File: config.mk
export PLATFORM = sky130hd
export DESIGN_NAME = asp_top
export DESIGN_NICKNAME = d
export VERILOG_FILES = /design/src/rtl/asp_pkg.sv /design/src/rtl/asp_stream_if.sv /design/src/rtl/asp_top.sv /design/src/rtl/asp_fifo.sv
export SDC_FILE = /design/constraint.sdc
export NUM_CORES = 1
export LEC_CHECK = 0
export BUFFER_PORTS_ARGS = -buffer_cell sky130_fd_sc_hd__buf_2
export CAP_MARGIN = 20
export CORE_MARGIN = 2
export CORE_UTILIZATION = 55
export DETAILED_ROUTE_END_ITERATION = 16
export HOLD_SLACK_MARGIN = 0.1
export PLACE_DENSITY = 0.76
export SLEW_MARGIN = 10
export SYNTH_ARGS = -nofsm -noshare
export SYNTH_HDL_FRONTEND = slang
export SYNTH_SLANG_ARGS = --single-unit
File: constraint.sdc
create_clock -name clk -period 8.5 [get_ports clk]
set_clock_uncertainty 0.05 [all_clocks]
set_input_delay 0 -clock clk [delete_from_list [all_inputs] [get_ports clk]]
set_output_delay 0 -clock clk [all_outputs]
set_load 0.05 [all_outputs]
File: src/rtl/asp_pkg.sv
package asp_pkg;
   // Register map, byte addresses on the 8-bit register port
   localparam logic [7:0] ADDR_DATA = 8'hF0;
   localparam logic [7:0] ADDR_TMR = 8'hF1;
   localparam logic [7:0] ADDR_CNT = 8'hF4;
   localparam logic [7:0] ADDR_PRE = 8'hF5;
   localparam logic [7:0] ADDR_PMODE = 8'hF7;
   localparam logic [7:0] ADDR_IRQ = 8'hFA;
   localparam logic [7:0] RESET_BYTE = 8'h00;
   // Field positions
   localparam int PM_SER_EN = 6;
   localparam int PM_PAR_EN = 7;
   localparam int TMR_EN = 0;
   localparam int TMR_LOAD = 1;
   localparam int PRE_CONT = 0;
   localparam int PRE_LSB = 2;
   localparam int PRE_MSB = 7;
   localparam int IRQ_RX = 3;
   localparam int IRQ_TX = 4;
   // Divider and framing counts
   localparam logic [2:0] FIXED_DIV_LAST = 3'h7;
   localparam logic [5:0] PRE_LAST = 6'h01;
   localparam logic [7:0] CNT_LAST = 8'h01;
   localparam logic [3:0] OVS_LAST = 4'hF;
   localparam logic [3:0] OVS_HALF = 4'h7;
   localparam logic [2:0] BIT_LAST = 3'h7;
   localparam int DATA_W = 8;
   localparam int FIFO_DEPTH = 4;
   typedef enum logic [1:0] {
      ASP_IDLE = 2'b00,
      ASP_START = 2'b01,
      ASP_DATA = 2'b10,
      ASP_STOP = 2'b11
   } asp_state_t;
endpackage : asp_pkg

File: src/rtl/asp_stream_if.sv
`timescale 1ns/1ns
interface asp_stream_if #(parameter int WIDTH = 8);
   logic valid;
   logic ready;
   logic [WIDTH-1:0] data;
   modport src (output valid, output data, input ready);
   modport snk (input valid, input data, output ready);
endinterface : asp_stream_if

File: src/rtl/asp_top.sv
// The plain strobed port was chosen for this implementation.
`timescale 1ns/1ns
// How it works
// RULE_01: Full duplex serial, timer-derived bit clock.
// RULE_02: Data address: read receive, write transmit.
// RULE_03: Start, eight data bits, stop bit.
// RULE_04: Parity on: top bit sent odd parity.
// RULE_05: Parity on: received top bit flags error.
// RULE_06: Software handles even parity itself.
// RULE_07: Mode bit 6 routes pins to serial.
// RULE_08: Mode bit 7 enables odd parity.
// RULE_09: Bit rate clock/(8*prescale*count*16).
// RULE_10: That rate times every bit on line.
// RULE_11: Count and prescale in separate registers.
// RULE_12: Software sets prescale bits, continuous mode.
// RULE_13: Receive done request on buffer load.
// RULE_14: Transmit done request after stop bit.
// RULE_15: Timer control bits 0,1 load and start; here bit 0 starts and bit 1 loads.
// RULE_16: Software sets up interrupt controller first.
// RULE_17: Start on falling edge, mid-bit sampling.
// RULE_18: Request flags held until written zero.
// RULE_19: Output idles high, stop bit high.
module asp_top
(
   input wire logic clk,
   input wire logic arst_n,
   input wire logic [7:0] reg_addr,
   input wire logic [asp_pkg::DATA_W-1:0] reg_wdata,
   input wire logic reg_wr,
   input wire logic reg_rd,
   output logic [asp_pkg::DATA_W-1:0] reg_rdata,
   input wire logic serial_in_line,
   input wire logic port_out_value,
   output logic serial_out_line,
   output logic rx_done_request,
   output logic tx_done_request,
   output logic tx_fifo_ready
);
   import asp_pkg::*;
   logic rst_meta_reg;
   logic rst_n;
   logic [7:0] cnt_reg;
   logic [7:0] pre_reg;
   logic [7:0] pmode_reg;
   logic [7:0] tmr_reg;
   logic [7:0] irq_reg;
   logic [7:0] rx_buf_reg;
   logic [7:0] rdata_reg;
   logic [2:0] div8_reg;
   logic [5:0] pre_live_reg;
   logic [7:0] cnt_live_reg;
   asp_state_t tx_state_reg;
   logic [3:0] tx_ovs_reg;
   logic [2:0] tx_bit_reg;
   logic [7:0] tx_shift_reg;
   logic tx_line_reg;
   logic tx_done_pulse;
   asp_state_t rx_state_reg;
   logic [3:0] rx_ovs_reg;
   logic [2:0] rx_bit_reg;
   logic [7:0] rx_shift_reg;
   logic rx_prev_reg;
   logic rx_done_pulse;
   logic serial_out_reg;
   asp_stream_if #(.WIDTH(DATA_W)) tx_wr ();
   asp_stream_if #(.WIDTH(DATA_W)) tx_rd ();
   // Reset release through two flops
   always_ff @(posedge clk or negedge arst_n)
   begin
      if (!arst_n)
      begin
         rst_meta_reg <= 1'b0;
         rst_n <= 1'b0;
      end
      else
      begin
         rst_meta_reg <= 1'b1;
         rst_n <= rst_meta_reg;
      end
   end
   // Address decode
   wire sel_data = (reg_addr == ADDR_DATA);
   wire sel_tmr = (reg_addr == ADDR_TMR);
   wire sel_cnt = (reg_addr == ADDR_CNT);
   wire sel_pre = (reg_addr == ADDR_PRE);
   wire sel_pmode = (reg_addr == ADDR_PMODE);
   wire sel_irq = (reg_addr == ADDR_IRQ);
   wire wr_tmr = reg_wr & sel_tmr;
   wire load_pulse = wr_tmr & reg_wdata[TMR_LOAD]; // RULE_15
   wire ser_en = pmode_reg[PM_SER_EN]; // RULE_07
   wire par_en = pmode_reg[PM_PAR_EN]; // RULE_08
   wire timer_run = tmr_reg[TMR_EN];
   wire serial_active = ser_en & timer_run; // RULE_01
   // Baud divider: fixed /8, then prescaler, then counter
   wire div8_wrap = timer_run & (div8_reg == FIXED_DIV_LAST); // RULE_09
   wire pre_wrap = div8_wrap & (pre_live_reg == PRE_LAST);
   wire tick16 = pre_wrap & (cnt_live_reg == CNT_LAST); // RULE_09
   wire single_pass_end = tick16 & ~pre_reg[PRE_CONT];
   // Writes to the data address feed the transmit FIFO
   assign tx_wr.valid = reg_wr & sel_data; // RULE_02
   assign tx_wr.data = reg_wdata;
   assign tx_fifo_ready = tx_wr.ready;
   asp_fifo #(.WIDTH(DATA_W), .DEPTH(FIFO_DEPTH)) u_tx_fifo (
      .clk(clk),
      .rst_n(rst_n),
      .wr(tx_wr.snk),
      .rd(tx_rd.src)
   );
   // Frames start on a tick so every bit spans sixteen ticks
   wire tx_idle = (tx_state_reg == ASP_IDLE);
   assign tx_rd.ready = tx_idle & serial_active & tick16; // RULE_10
   wire tx_par_bit = ~^tx_rd.data[6:0]; // RULE_04
   wire [7:0] tx_load = par_en ? {tx_par_bit, tx_rd.data[6:0]} : tx_rd.data; // RULE_04
   wire tx_bit_end = tick16 & (tx_ovs_reg == OVS_LAST);
   // Receive sampling terms; the stop bit is timed to its centre but its level is never sampled
   wire rx_fall = rx_prev_reg & ~serial_in_line; // RULE_17
   wire rx_mid = tick16 & (rx_ovs_reg == OVS_HALF); // RULE_17
   wire rx_err = ~^rx_shift_reg; // RULE_05
   wire [7:0] rx_byte = par_en ? {rx_err, rx_shift_reg[6:0]} : rx_shift_reg; // RULE_05
   // Interrupt request flags; hardware set beats software write
   wire [7:0] irq_set = ({7'h00, rx_done_pulse} << IRQ_RX) | ({7'h00, tx_done_pulse} << IRQ_TX);
   wire [7:0] irq_base = (reg_wr & sel_irq) ? reg_wdata : irq_reg; // RULE_18
   wire [7:0] irq_next = irq_base | irq_set; // RULE_18
   // Read mux; unmapped addresses read zero
   wire [7:0] rdata_next = sel_data ? rx_buf_reg : // RULE_02
      sel_tmr ? tmr_reg :
      sel_cnt ? cnt_reg :
      sel_pre ? pre_reg :
      sel_pmode ? pmode_reg :
      sel_irq ? irq_reg : RESET_BYTE;
   // Configuration registers
   always_ff @(posedge clk or negedge rst_n)
   begin
      if (!rst_n)
      begin
         cnt_reg <= RESET_BYTE;
         pre_reg <= RESET_BYTE;
         pmode_reg <= RESET_BYTE;
      end
      else if (reg_wr)
      begin
         if (sel_cnt)
         begin
            cnt_reg <= reg_wdata; // RULE_11
         end
         if (sel_pre)
         begin
            pre_reg <= reg_wdata; // RULE_11
         end
         if (sel_pmode)
         begin
            pmode_reg <= reg_wdata;
         end
      end
   end
   // Timer control; single-pass mode stops itself after one period
   always_ff @(posedge clk or negedge rst_n)
   begin
      if (!rst_n)
      begin
         tmr_reg <= RESET_BYTE;
      end
      else if (wr_tmr)
      begin
         tmr_reg <= reg_wdata & ~(8'h01 << TMR_LOAD); // RULE_15
      end
      else if (single_pass_end)
      begin
         tmr_reg[TMR_EN] <= 1'b0;
      end
   end
   // Live divider chain; prescale of 0 counts 64, count of 0 counts 256
   always_ff @(posedge clk or negedge rst_n)
   begin
      if (!rst_n)
      begin
         div8_reg <= '0;
         pre_live_reg <= '0;
         cnt_live_reg <= RESET_BYTE;
      end
      else if (load_pulse)
      begin
         div8_reg <= '0; // RULE_15
         pre_live_reg <= pre_reg[PRE_MSB:PRE_LSB];
         cnt_live_reg <= cnt_reg;
      end
      else if (timer_run)
      begin
         div8_reg <= div8_reg + 1'b1;
         if (pre_wrap)
         begin
            pre_live_reg <= pre_reg[PRE_MSB:PRE_LSB]; // RULE_09
            cnt_live_reg <= (cnt_live_reg == CNT_LAST) ? cnt_reg : cnt_live_reg - 1'b1;
         end
         else if (div8_wrap)
         begin
            pre_live_reg <= pre_live_reg - 1'b1;
         end
      end
   end
   // Transmitter
   always_ff @(posedge clk or negedge rst_n)
   begin
      if (!rst_n)
      begin
         tx_state_reg <= ASP_IDLE;
         tx_ovs_reg <= '0;
         tx_bit_reg <= '0;
         tx_shift_reg <= RESET_BYTE;
         tx_line_reg <= 1'b1;
         tx_done_pulse <= 1'b0;
      end
      else
      begin
         tx_done_pulse <= 1'b0;
         if (tick16 && !tx_idle)
         begin
            tx_ovs_reg <= tx_ovs_reg + 1'b1;
         end
         case (tx_state_reg)
            ASP_IDLE:
            begin
               tx_line_reg <= 1'b1; // RULE_19
               if (tx_rd.ready && tx_rd.valid)
               begin
                  tx_shift_reg <= tx_load;
                  tx_ovs_reg <= '0;
                  tx_bit_reg <= '0;
                  tx_line_reg <= 1'b0; // RULE_03
                  tx_state_reg <= ASP_START;
               end
            end
            ASP_START:
            begin
               if (tx_bit_end)
               begin
                  tx_line_reg <= tx_shift_reg[0];
                  tx_state_reg <= ASP_DATA;
               end
            end
            ASP_DATA:
            begin
               if (tx_bit_end)
               begin
                  tx_bit_reg <= tx_bit_reg + 1'b1;
                  tx_shift_reg <= {1'b0, tx_shift_reg[7:1]};
                  if (tx_bit_reg == BIT_LAST)
                  begin
                     tx_line_reg <= 1'b1; // RULE_19
                     tx_state_reg <= ASP_STOP;
                  end
                  else
                  begin
                     tx_line_reg <= tx_shift_reg[1]; // RULE_03
                  end
               end
            end
            ASP_STOP:
            begin
               if (tx_bit_end)
               begin
                  tx_done_pulse <= 1'b1; // RULE_14
                  tx_state_reg <= ASP_IDLE;
               end
            end
            default:
            begin
               tx_state_reg <= ASP_IDLE;
            end
         endcase
      end
   end
   // Receiver and its buffer; no framing check, a low stop bit still loads
   always_ff @(posedge clk or negedge rst_n)
   begin
      if (!rst_n)
      begin
         rx_buf_reg <= RESET_BYTE;
         rx_state_reg <= ASP_IDLE;
         rx_ovs_reg <= '0;
         rx_bit_reg <= '0;
         rx_shift_reg <= RESET_BYTE;
         rx_prev_reg <= 1'b1;
         rx_done_pulse <= 1'b0;
      end
      else
      begin
         rx_prev_reg <= serial_in_line;
         rx_done_pulse <= 1'b0;
         if (tick16)
         begin
            rx_ovs_reg <= rx_ovs_reg + 1'b1;
         end
         case (rx_state_reg)
            ASP_IDLE:
            begin
               if (serial_active && rx_fall)
               begin
                  rx_ovs_reg <= '0; // RULE_17
                  rx_bit_reg <= '0;
                  rx_state_reg <= ASP_START;
               end
            end
            ASP_START:
            begin
               if (rx_mid)
               begin
                  // Re-centre the tick phase on mid bit
                  rx_ovs_reg <= OVS_HALF + 1'b1;
                  rx_state_reg <= serial_in_line ? ASP_IDLE : ASP_DATA; // RULE_17
               end
            end
            ASP_DATA:
            begin
               if (rx_mid)
               begin
                  rx_shift_reg <= {serial_in_line, rx_shift_reg[7:1]}; // RULE_03
                  rx_bit_reg <= rx_bit_reg + 1'b1;
                  if (rx_bit_reg == BIT_LAST)
                  begin
                     rx_state_reg <= ASP_STOP;
                  end
               end
            end
            ASP_STOP:
            begin
               if (rx_mid)
               begin
                  rx_done_pulse <= 1'b1; // RULE_13
                  rx_buf_reg <= rx_byte; // RULE_05
                  rx_state_reg <= ASP_IDLE;
               end
            end
            default:
            begin
               rx_state_reg <= ASP_IDLE;
            end
         endcase
         if (!serial_active)
         begin
            rx_state_reg <= ASP_IDLE;
         end
      end
   end
   // Request flags, read data and pin mux
   always_ff @(posedge clk or negedge rst_n)
   begin
      if (!rst_n)
      begin
         irq_reg <= RESET_BYTE;
         rdata_reg <= RESET_BYTE;
         serial_out_reg <= 1'b1;
      end
      else
      begin
         irq_reg <= irq_next; // RULE_18
         rdata_reg <= reg_rd ? rdata_next : RESET_BYTE;
         serial_out_reg <= ser_en ? tx_line_reg : port_out_value; // RULE_07
      end
   end
   // Outputs straight from flops
   assign reg_rdata = rdata_reg;
   assign serial_out_line = serial_out_reg;
   assign rx_done_request = irq_reg[IRQ_RX]; // RULE_13
   assign tx_done_request = irq_reg[IRQ_TX]; // RULE_14
endmodule : asp_top

File: src/rtl/asp_fifo.sv
`timescale 1ns/1ns
module asp_fifo #(
   parameter int WIDTH = 8,
   parameter int DEPTH = 4
) (
   input wire logic clk,
   input wire logic rst_n,
   asp_stream_if.snk wr,
   asp_stream_if.src rd
);
   // Pointers wrap by overflow, so DEPTH must be a power of two
   localparam int AW = $clog2(DEPTH);
   localparam logic [AW:0] FULL_CNT = (AW+1)'(DEPTH);
   logic [WIDTH-1:0] mem [DEPTH];
   logic [AW-1:0] wptr_reg;
   logic [AW-1:0] rptr_reg;
   logic [AW:0] count_reg;
   wire push = wr.valid & wr.ready;
   wire pop = rd.valid & rd.ready;

   // Honest flags straight from the fill count
   assign wr.ready = (count_reg != FULL_CNT);
   assign rd.valid = (count_reg != '0);
   assign rd.data = mem[rptr_reg];

   // Storage has no reset, only pointers and count do
   always_ff @(posedge clk)
   begin
      if (push)
      begin
         mem[wptr_reg] <= wr.data;
      end
   end

   // Pointer and count bookkeeping
   always_ff @(posedge clk or negedge rst_n)
   begin
      if (!rst_n)
      begin
         wptr_reg <= '0;
         rptr_reg <= '0;
         count_reg <= '0;
      end
      else
      begin
         if (push)
         begin
            wptr_reg <= wptr_reg + 1'b1;
         end
         if (pop)
         begin
            rptr_reg <= rptr_reg + 1'b1;
         end
         if (push && !pop)
         begin
            count_reg <= count_reg + 1'b1;
         end
         else if (pop && !push)
         begin
            count_reg <= count_reg - 1'b1;
         end
      end
   end
endmodule : asp_fifo

### Word-level counts from Yosys, hierarchy flattened

Memory sizes are Yosys's and may differ from the RTL's.
Index checks and enable logic that the tools add are counted.

* order comparisons: 0
* bitwise operators: 20
* div/mod/pow operators: 0
* reductions and logical operators: 33
* eq/ne operators: 32
* shift-type cells: 0
* multiply operators: 0
* mux-type cells: 66
* add/subtract/negate cells: 11

Operator list (number)
* $mux W8: 16
* $eq A8 B8 Y1 const B: 6
* $mux W2: 12
* $mux W3: 8
* $mux W4: 6
* $mux W6: 4
* $ne A3 B3 Y1 const B: 6
* $and A1 B1 Y1: 16
* $pmux W2 S4: 2
* $pmux W8 S2: 1
* $reduce_and A2 Y1: 7
* $mux W1: 13
* $add A3 B1 Y3 const B: 4
* $ne A2 B2 Y1 const B: 6
* $pmux W3 S2: 2
* $reduce_bool A2 Y1: 6
* $reduce_and A5 Y1: 2
* $eq A3 B3 Y1 const B: 3
* $reduce_and A3 Y1: 3
* $reduce_bool A3 Y1: 3
* $add A4 B1 Y4 const B: 2
* $eq A2 B2 Y1 const B: 4
* $eq A8 B1 Y1 const B: 1
* $or A8 B5 Y8: 1
* 18 further kinds: 28

* RAM bits: 32
* memory bits (read-only): 0
* memories kept: 1
* bits in registers: 120
* latch bits: 0

Memory list
* u_tx_fifo.mem: words 4, width 8, rd ports 1, clocked after memory_dff 0, write ports 1, RTL line asp_fifo.sv:14 `logic [WIDTH-1:0] mem [DEPTH];`

### Depth between registers and ports, before layout

* word-level depth: 9
* depth in mapped cells: 12
* gate-level depth less buffers: 12

### Modules after synthesis

Synthesis repeated with hierarchy kept, for this count alone.

* cells, all modules: 587
* area total of the unflattened synthesis: 7292.0 sq um

Modules (own cells, without submodules)
* asp_top: cells each 510, area each 5700.5 sq um, sequential area each 2831.5 sq um, instances 1
* asp_fifo: cells each 77, area each 1591.5 sq um, sequential area each 1136.1 sq um, instances 1

### Worst setup path after synthesis

Ideal clock, no wire load.

* kind: register -> register
* start point: register div8_reg[0]
* end point: register u_tx_fifo.count_reg[1]
* data arrival time: 2.614 ns
* clock period less this slack: 2.789 ns
* buffers on the path: 0
* cell stages (with the launch flop): 11
* path slack: 5.711 ns
* required time: 8.325 ns
* cell sequence: dfrtp_1 > ha_1 > ha_1 > and4bb_2 > nand4_2 > nor3_2 > inv_2 > ha_1 > inv_1 > fa_1 > mux2_2

* longest elaborated chain between the ends: 9

Ends and longest elaborated chain
* from (decl): RTL line asp_top.sv:49 `logic [2:0] div8_reg;`
* from (signal assigned): RTL line asp_top.sv:189 `div8_reg <= div8_reg + 1'b1;`
* $eq A3 B3 Y1 (*): RTL line asp_top.sv:95 `wire div8_wrap = timer_run & (div8_reg == FIXED_DIV_LAST);`
* $and A1 B1 Y1 (*): RTL line asp_top.sv:95
* $and A1 B1 Y1 (*): RTL line asp_top.sv:96 `wire pre_wrap = div8_wrap & (pre_live_reg == PRE_LAST);`
* $and A1 B1 Y1 (*): RTL line asp_top.sv:97 `wire tick16 = pre_wrap & (cnt_live_reg == CNT_LAST);`
* $and A1 B1 Y1 (*): RTL line asp_top.sv:111 `assign tx_rd.ready = tx_idle & serial_active & tick16;`
* $and A1 B1 Y1 (*): RTL line asp_fifo.sv:19 `wire pop = rd.valid & rd.ready;`
* $logic_not A1 Y1: RTL line asp_fifo.sv:54 `if (push && !pop)`
* $logic_and A1 B1 Y1: RTL line asp_fifo.sv:54
* $mux W3 / $reduce_bool A2 Y1 (equally long branches)
* to (signal assigned): RTL line asp_fifo.sv:56 `count_reg <= count_reg + 1'b1;`
* to (signal assigned): RTL line asp_fifo.sv:60 `count_reg <= count_reg - 1'b1;`
* to (decl): RTL line asp_fifo.sv:17 `logic [AW:0] count_reg;`

Mark *: on every way between the ends. The rest lies on a longest branch, timed or not.
A chain may end at the register's enable or synchronous reset.

### Final worst setup path

Same ends and word-level chain as after synthesis.

==> impl_metrics.env <==
export IMPL_crit_cells=10
export IMPL_synth_seq_cells=152
export IMPL_synth_edf_count=32
export IMPL_synth_net_count=650
export IMPL_synth_top_cell_by_area="dfrtp_1"
export IMPL_grt_max_degree=73
export IMPL_fp_coreArea_um2=13100
export IMPL_cts_sinks=152
export IMPL_die_area_um2=14300
export IMPL_synth_most_common_cell="dfrtp_1"
export IMPL_grt_pass1_wl_um=25500
export IMPL_r2r_slack_ns=4.87
export IMPL_die_x_um=119
export IMPL_critPathMaxStageDelay_ns=0.71
export IMPL_drive_gt1_frac=0.249
export IMPL_worstRegToRegCells=10
export IMPL_final_util=0.640
export IMPL_cts_setup_buffers=0
export IMPL_async_flop_share=0.789
export IMPL_fmax_ghz=0.275
export IMPL_port_buffers=33
export IMPL_vdd_drop_max_mv=0.202
export IMPL_largest_reg_flops=32
export IMPL_fin_setup_tns_ns=0
export IMPL_clk_latency_ns=0.42
export IMPL_slowest_stage="nor3_2"
export IMPL_hpwl_um=10800
export IMPL_period_needed_ns=3.63
export IMPL_cpMostUsedCell="ha_1"
export IMPL_firstDrtPassIters=4
export IMPL_r2r_start="div8_reg[0]"
export IMPL_worst_path_buf_inv=2
export IMPL_viasPerCell=5.85
export IMPL_cellPowerDensity_nw_per_um2=213
export IMPL_seq_area_frac_synth=0.541
export IMPL_syn_avg_cell_area_um2=12.1
export IMPL_design_area_um2=8410
export IMPL_hold_path_class="primary input to register"
export IMPL_antenna_found_initial=0
export IMPL_finalPower_mw=1.79
export IMPL_detail_route_antenna_nets=0
export IMPL_clkTransAtPathRegs_ns=0.06
export IMPL_timing_rr_end="u_tx_fifo.count_reg[1]"
export IMPL_worst_slew_pin_transition_ns=0.998
export IMPL_nets=695
export IMPL_antennaDiodeCount=0
export IMPL_netlist_area_um2=7330
export IMPL_cap_violations=0
export IMPL_gr_usage_all_layers=0.234
export IMPL_clockRootBuffer="clkbuf_16"
export IMPL_hold_ws_ns=0.107
export IMPL_finalCritPeriodShare=0.427
export IMPL_synth_warnings=0
export IMPL_start_kind="register"
export IMPL_gp_congestion=0.900
export IMPL_arrival_ns=3.88
export IMPL_start_util=0.558
export IMPL_synthFlopType="dfrtp_1"
export IMPL_worstPathRequired_ns=8.75
export IMPL_postPlaceCellArea_um2=7640
export IMPL_synth_top_area_frac=0.400
export IMPL_holdBufCountCts=15
export IMPL_num_rows=42
export IMPL_routed_via_count=4905
export IMPL_worstSetupEndpointType="register"
export IMPL_clock_path_buffers=2
export IMPL_die_h_um=119
export IMPL_outcome="completed"
export IMPL_p_leak_nw=3.68
export IMPL_hold_viol=0
export IMPL_worstPathMaxFanout=19
export IMPL_cp_startpoint="div8_reg[0]"
export IMPL_syn2layout_area_growth_pct=14.8
export IMPL_grt_pass1_vias=4988
export IMPL_cp_endpoint="u_tx_fifo.count_reg[1]"
export IMPL_crit_family="simple AND/OR/NAND/NOR gates"
export IMPL_wl_um=15700
export IMPL_ios=34
export IMPL_drc=0
export IMPL_htree_levels=4
export IMPL_slew_limit_headroom=0.328
export IMPL_setup_viol=0
export IMPL_cts_tree="yes"
export IMPL_rsz0062_at_grt="false"
export IMPL_slew_viol_final=0
export IMPL_synthCells=605
export IMPL_regMostFlops="u_tx_fifo.mem"
export IMPL_drt_initial_drc_count=413
export IMPL_cts_made_buffers=17
export IMPL_synthTopCellsByArea="dfrtp_1 (40%), edfxtp_1 (13%), mux2_2 (10%)"
export IMPL_synth_common_cells="dfrtp_1 (117), mux2_2 (67), nand2_1 (49), edfxtp_1 (32), inv_1 (27)"
export IMPL_wl_per_cell_um=18.7
export IMPL_crit_type="register to register"
export IMPL_synthDistinctLibCells=64
export IMPL_cts_resized=0
export IMPL_cp_cell_sequence="ha_1 > ha_1 > and4bb_2 > nand4_2 > nor3_2 > inv_2 > ha_1 > inv_1 > fa_1 > mux2_2"
export IMPL_grt_ovfl_total=0
## cells by family (layout without fill, tap and decap cells)
logic type / after synthesis / after routing / share of synthesized area
flip-flops: 152 / 152 / 0.541
AND/OR/NAND/NOR: 173 / 173 / 0.128
buffers and inverters: 55 / 113 / 0.0294
XOR/XNOR: 21 / 21 / 0.0326
adder cells (fa/ha/maj): 23 / 23 / 0.0403
multiplexers: 89 / 89 / 0.147
AO/OA/AOI/OAI: 91 / 91 / 0.0813
other: 1 / 1 / 0.000512
## report_power, final
group	leakage (nW)	internal, mW	switching, mW	total, mW
Combinational	1.53	0.0907	0.105	0.196
Clock	0.290	0.468	0.292	0.761
Sequential	1.86	0.789	0.0427	0.832
## layout make-up
type | instances | area, um^2
timing repair buffer | 53 | 350
clock inverter | 9 | 83.8
tap | 176 | 220
clock buffer | 23 | 531
multi-input combinational | 398 | 3150
fill | 1014 | 4720
inverter | 28 | 105
sequential | 152 | 3970
## placed cells by master (no fill, tap or decap), types with 5 or more instances in the layout
| cell | count |
|---|---|
| o22a_1 | 5 |
| o22ai_1 | 6 |
| nand3_1 | 11 |
| dlygate4sd3_1 | 15 |
| mux4_2 | 8 |
| and2_1 | 6 |
| buf_2 | 34 |
| mux2i_1 | 12 |
| edfxtp_1 | 32 |
| nor3_1 | 23 |
| nor3b_1 | 11 |
| clkinvlp_4 | 5 |
| mux2_2 | 67 |
| ha_1 | 22 |
| inv_1 | 27 |
| nor2b_1 | 10 |
| dfrtp_1 | 116 |
| nand2_1 | 49 |
| xnor2_1 | 13 |
| o21ai_0 | 19 |
| clkbuf_16 | 19 |
| a21oi_1 | 24 |
| nor2_1 | 26 |
## per-stage QoR
step	worst slack, ns	instances
3_3_place_gp	5.10	790
5_1_grt	4.62	839
4_1_cts	4.87	837
6_report	4.87	839
3_5_place_dp	4.90	790
2_1_floorplan	4.86	605
## routing by layer
layer / wire, um / vias to the layer above / part of all wire / global-route usage
li1: - / 2279 / - / -
met1: 6950 / 2508 / 0.44 / 0.310
met2: 7940 / 100 / 0.51 / 0.391
met3: 551 / 18 / 0.035 / 0.0512
met4: 211 / 0 / 0.013 / 0.0676
met5: 0 / - / 0 / 0
## how the worst min path moves through the flow
stage | slack, ns | start | cells after the start | to
floorplan | -0.35 | arst_n | 0 | rst_meta_reg
global placement | -0.26 | arst_n | 1 | rst_meta_reg
detailed placement | -0.26 | arst_n | 1 | rst_meta_reg
CTS | 0.10 | reg_addr[0] | 5 | reg_rdata[7]
global route | 0.16 | reg_addr[0] | 5 | reg_rdata[7]
finish | 0.11 | reg_addr[0] | 5 | reg_rdata[7]
## tightest hold or removal path, cell delays in order
cell	delay, ns
buf_2	0.23
nand2_1	0.10
nand2_1	0.04
o21ai_0	0.07
a21boi_0	0.09
(Power assumes the default switching activity.)
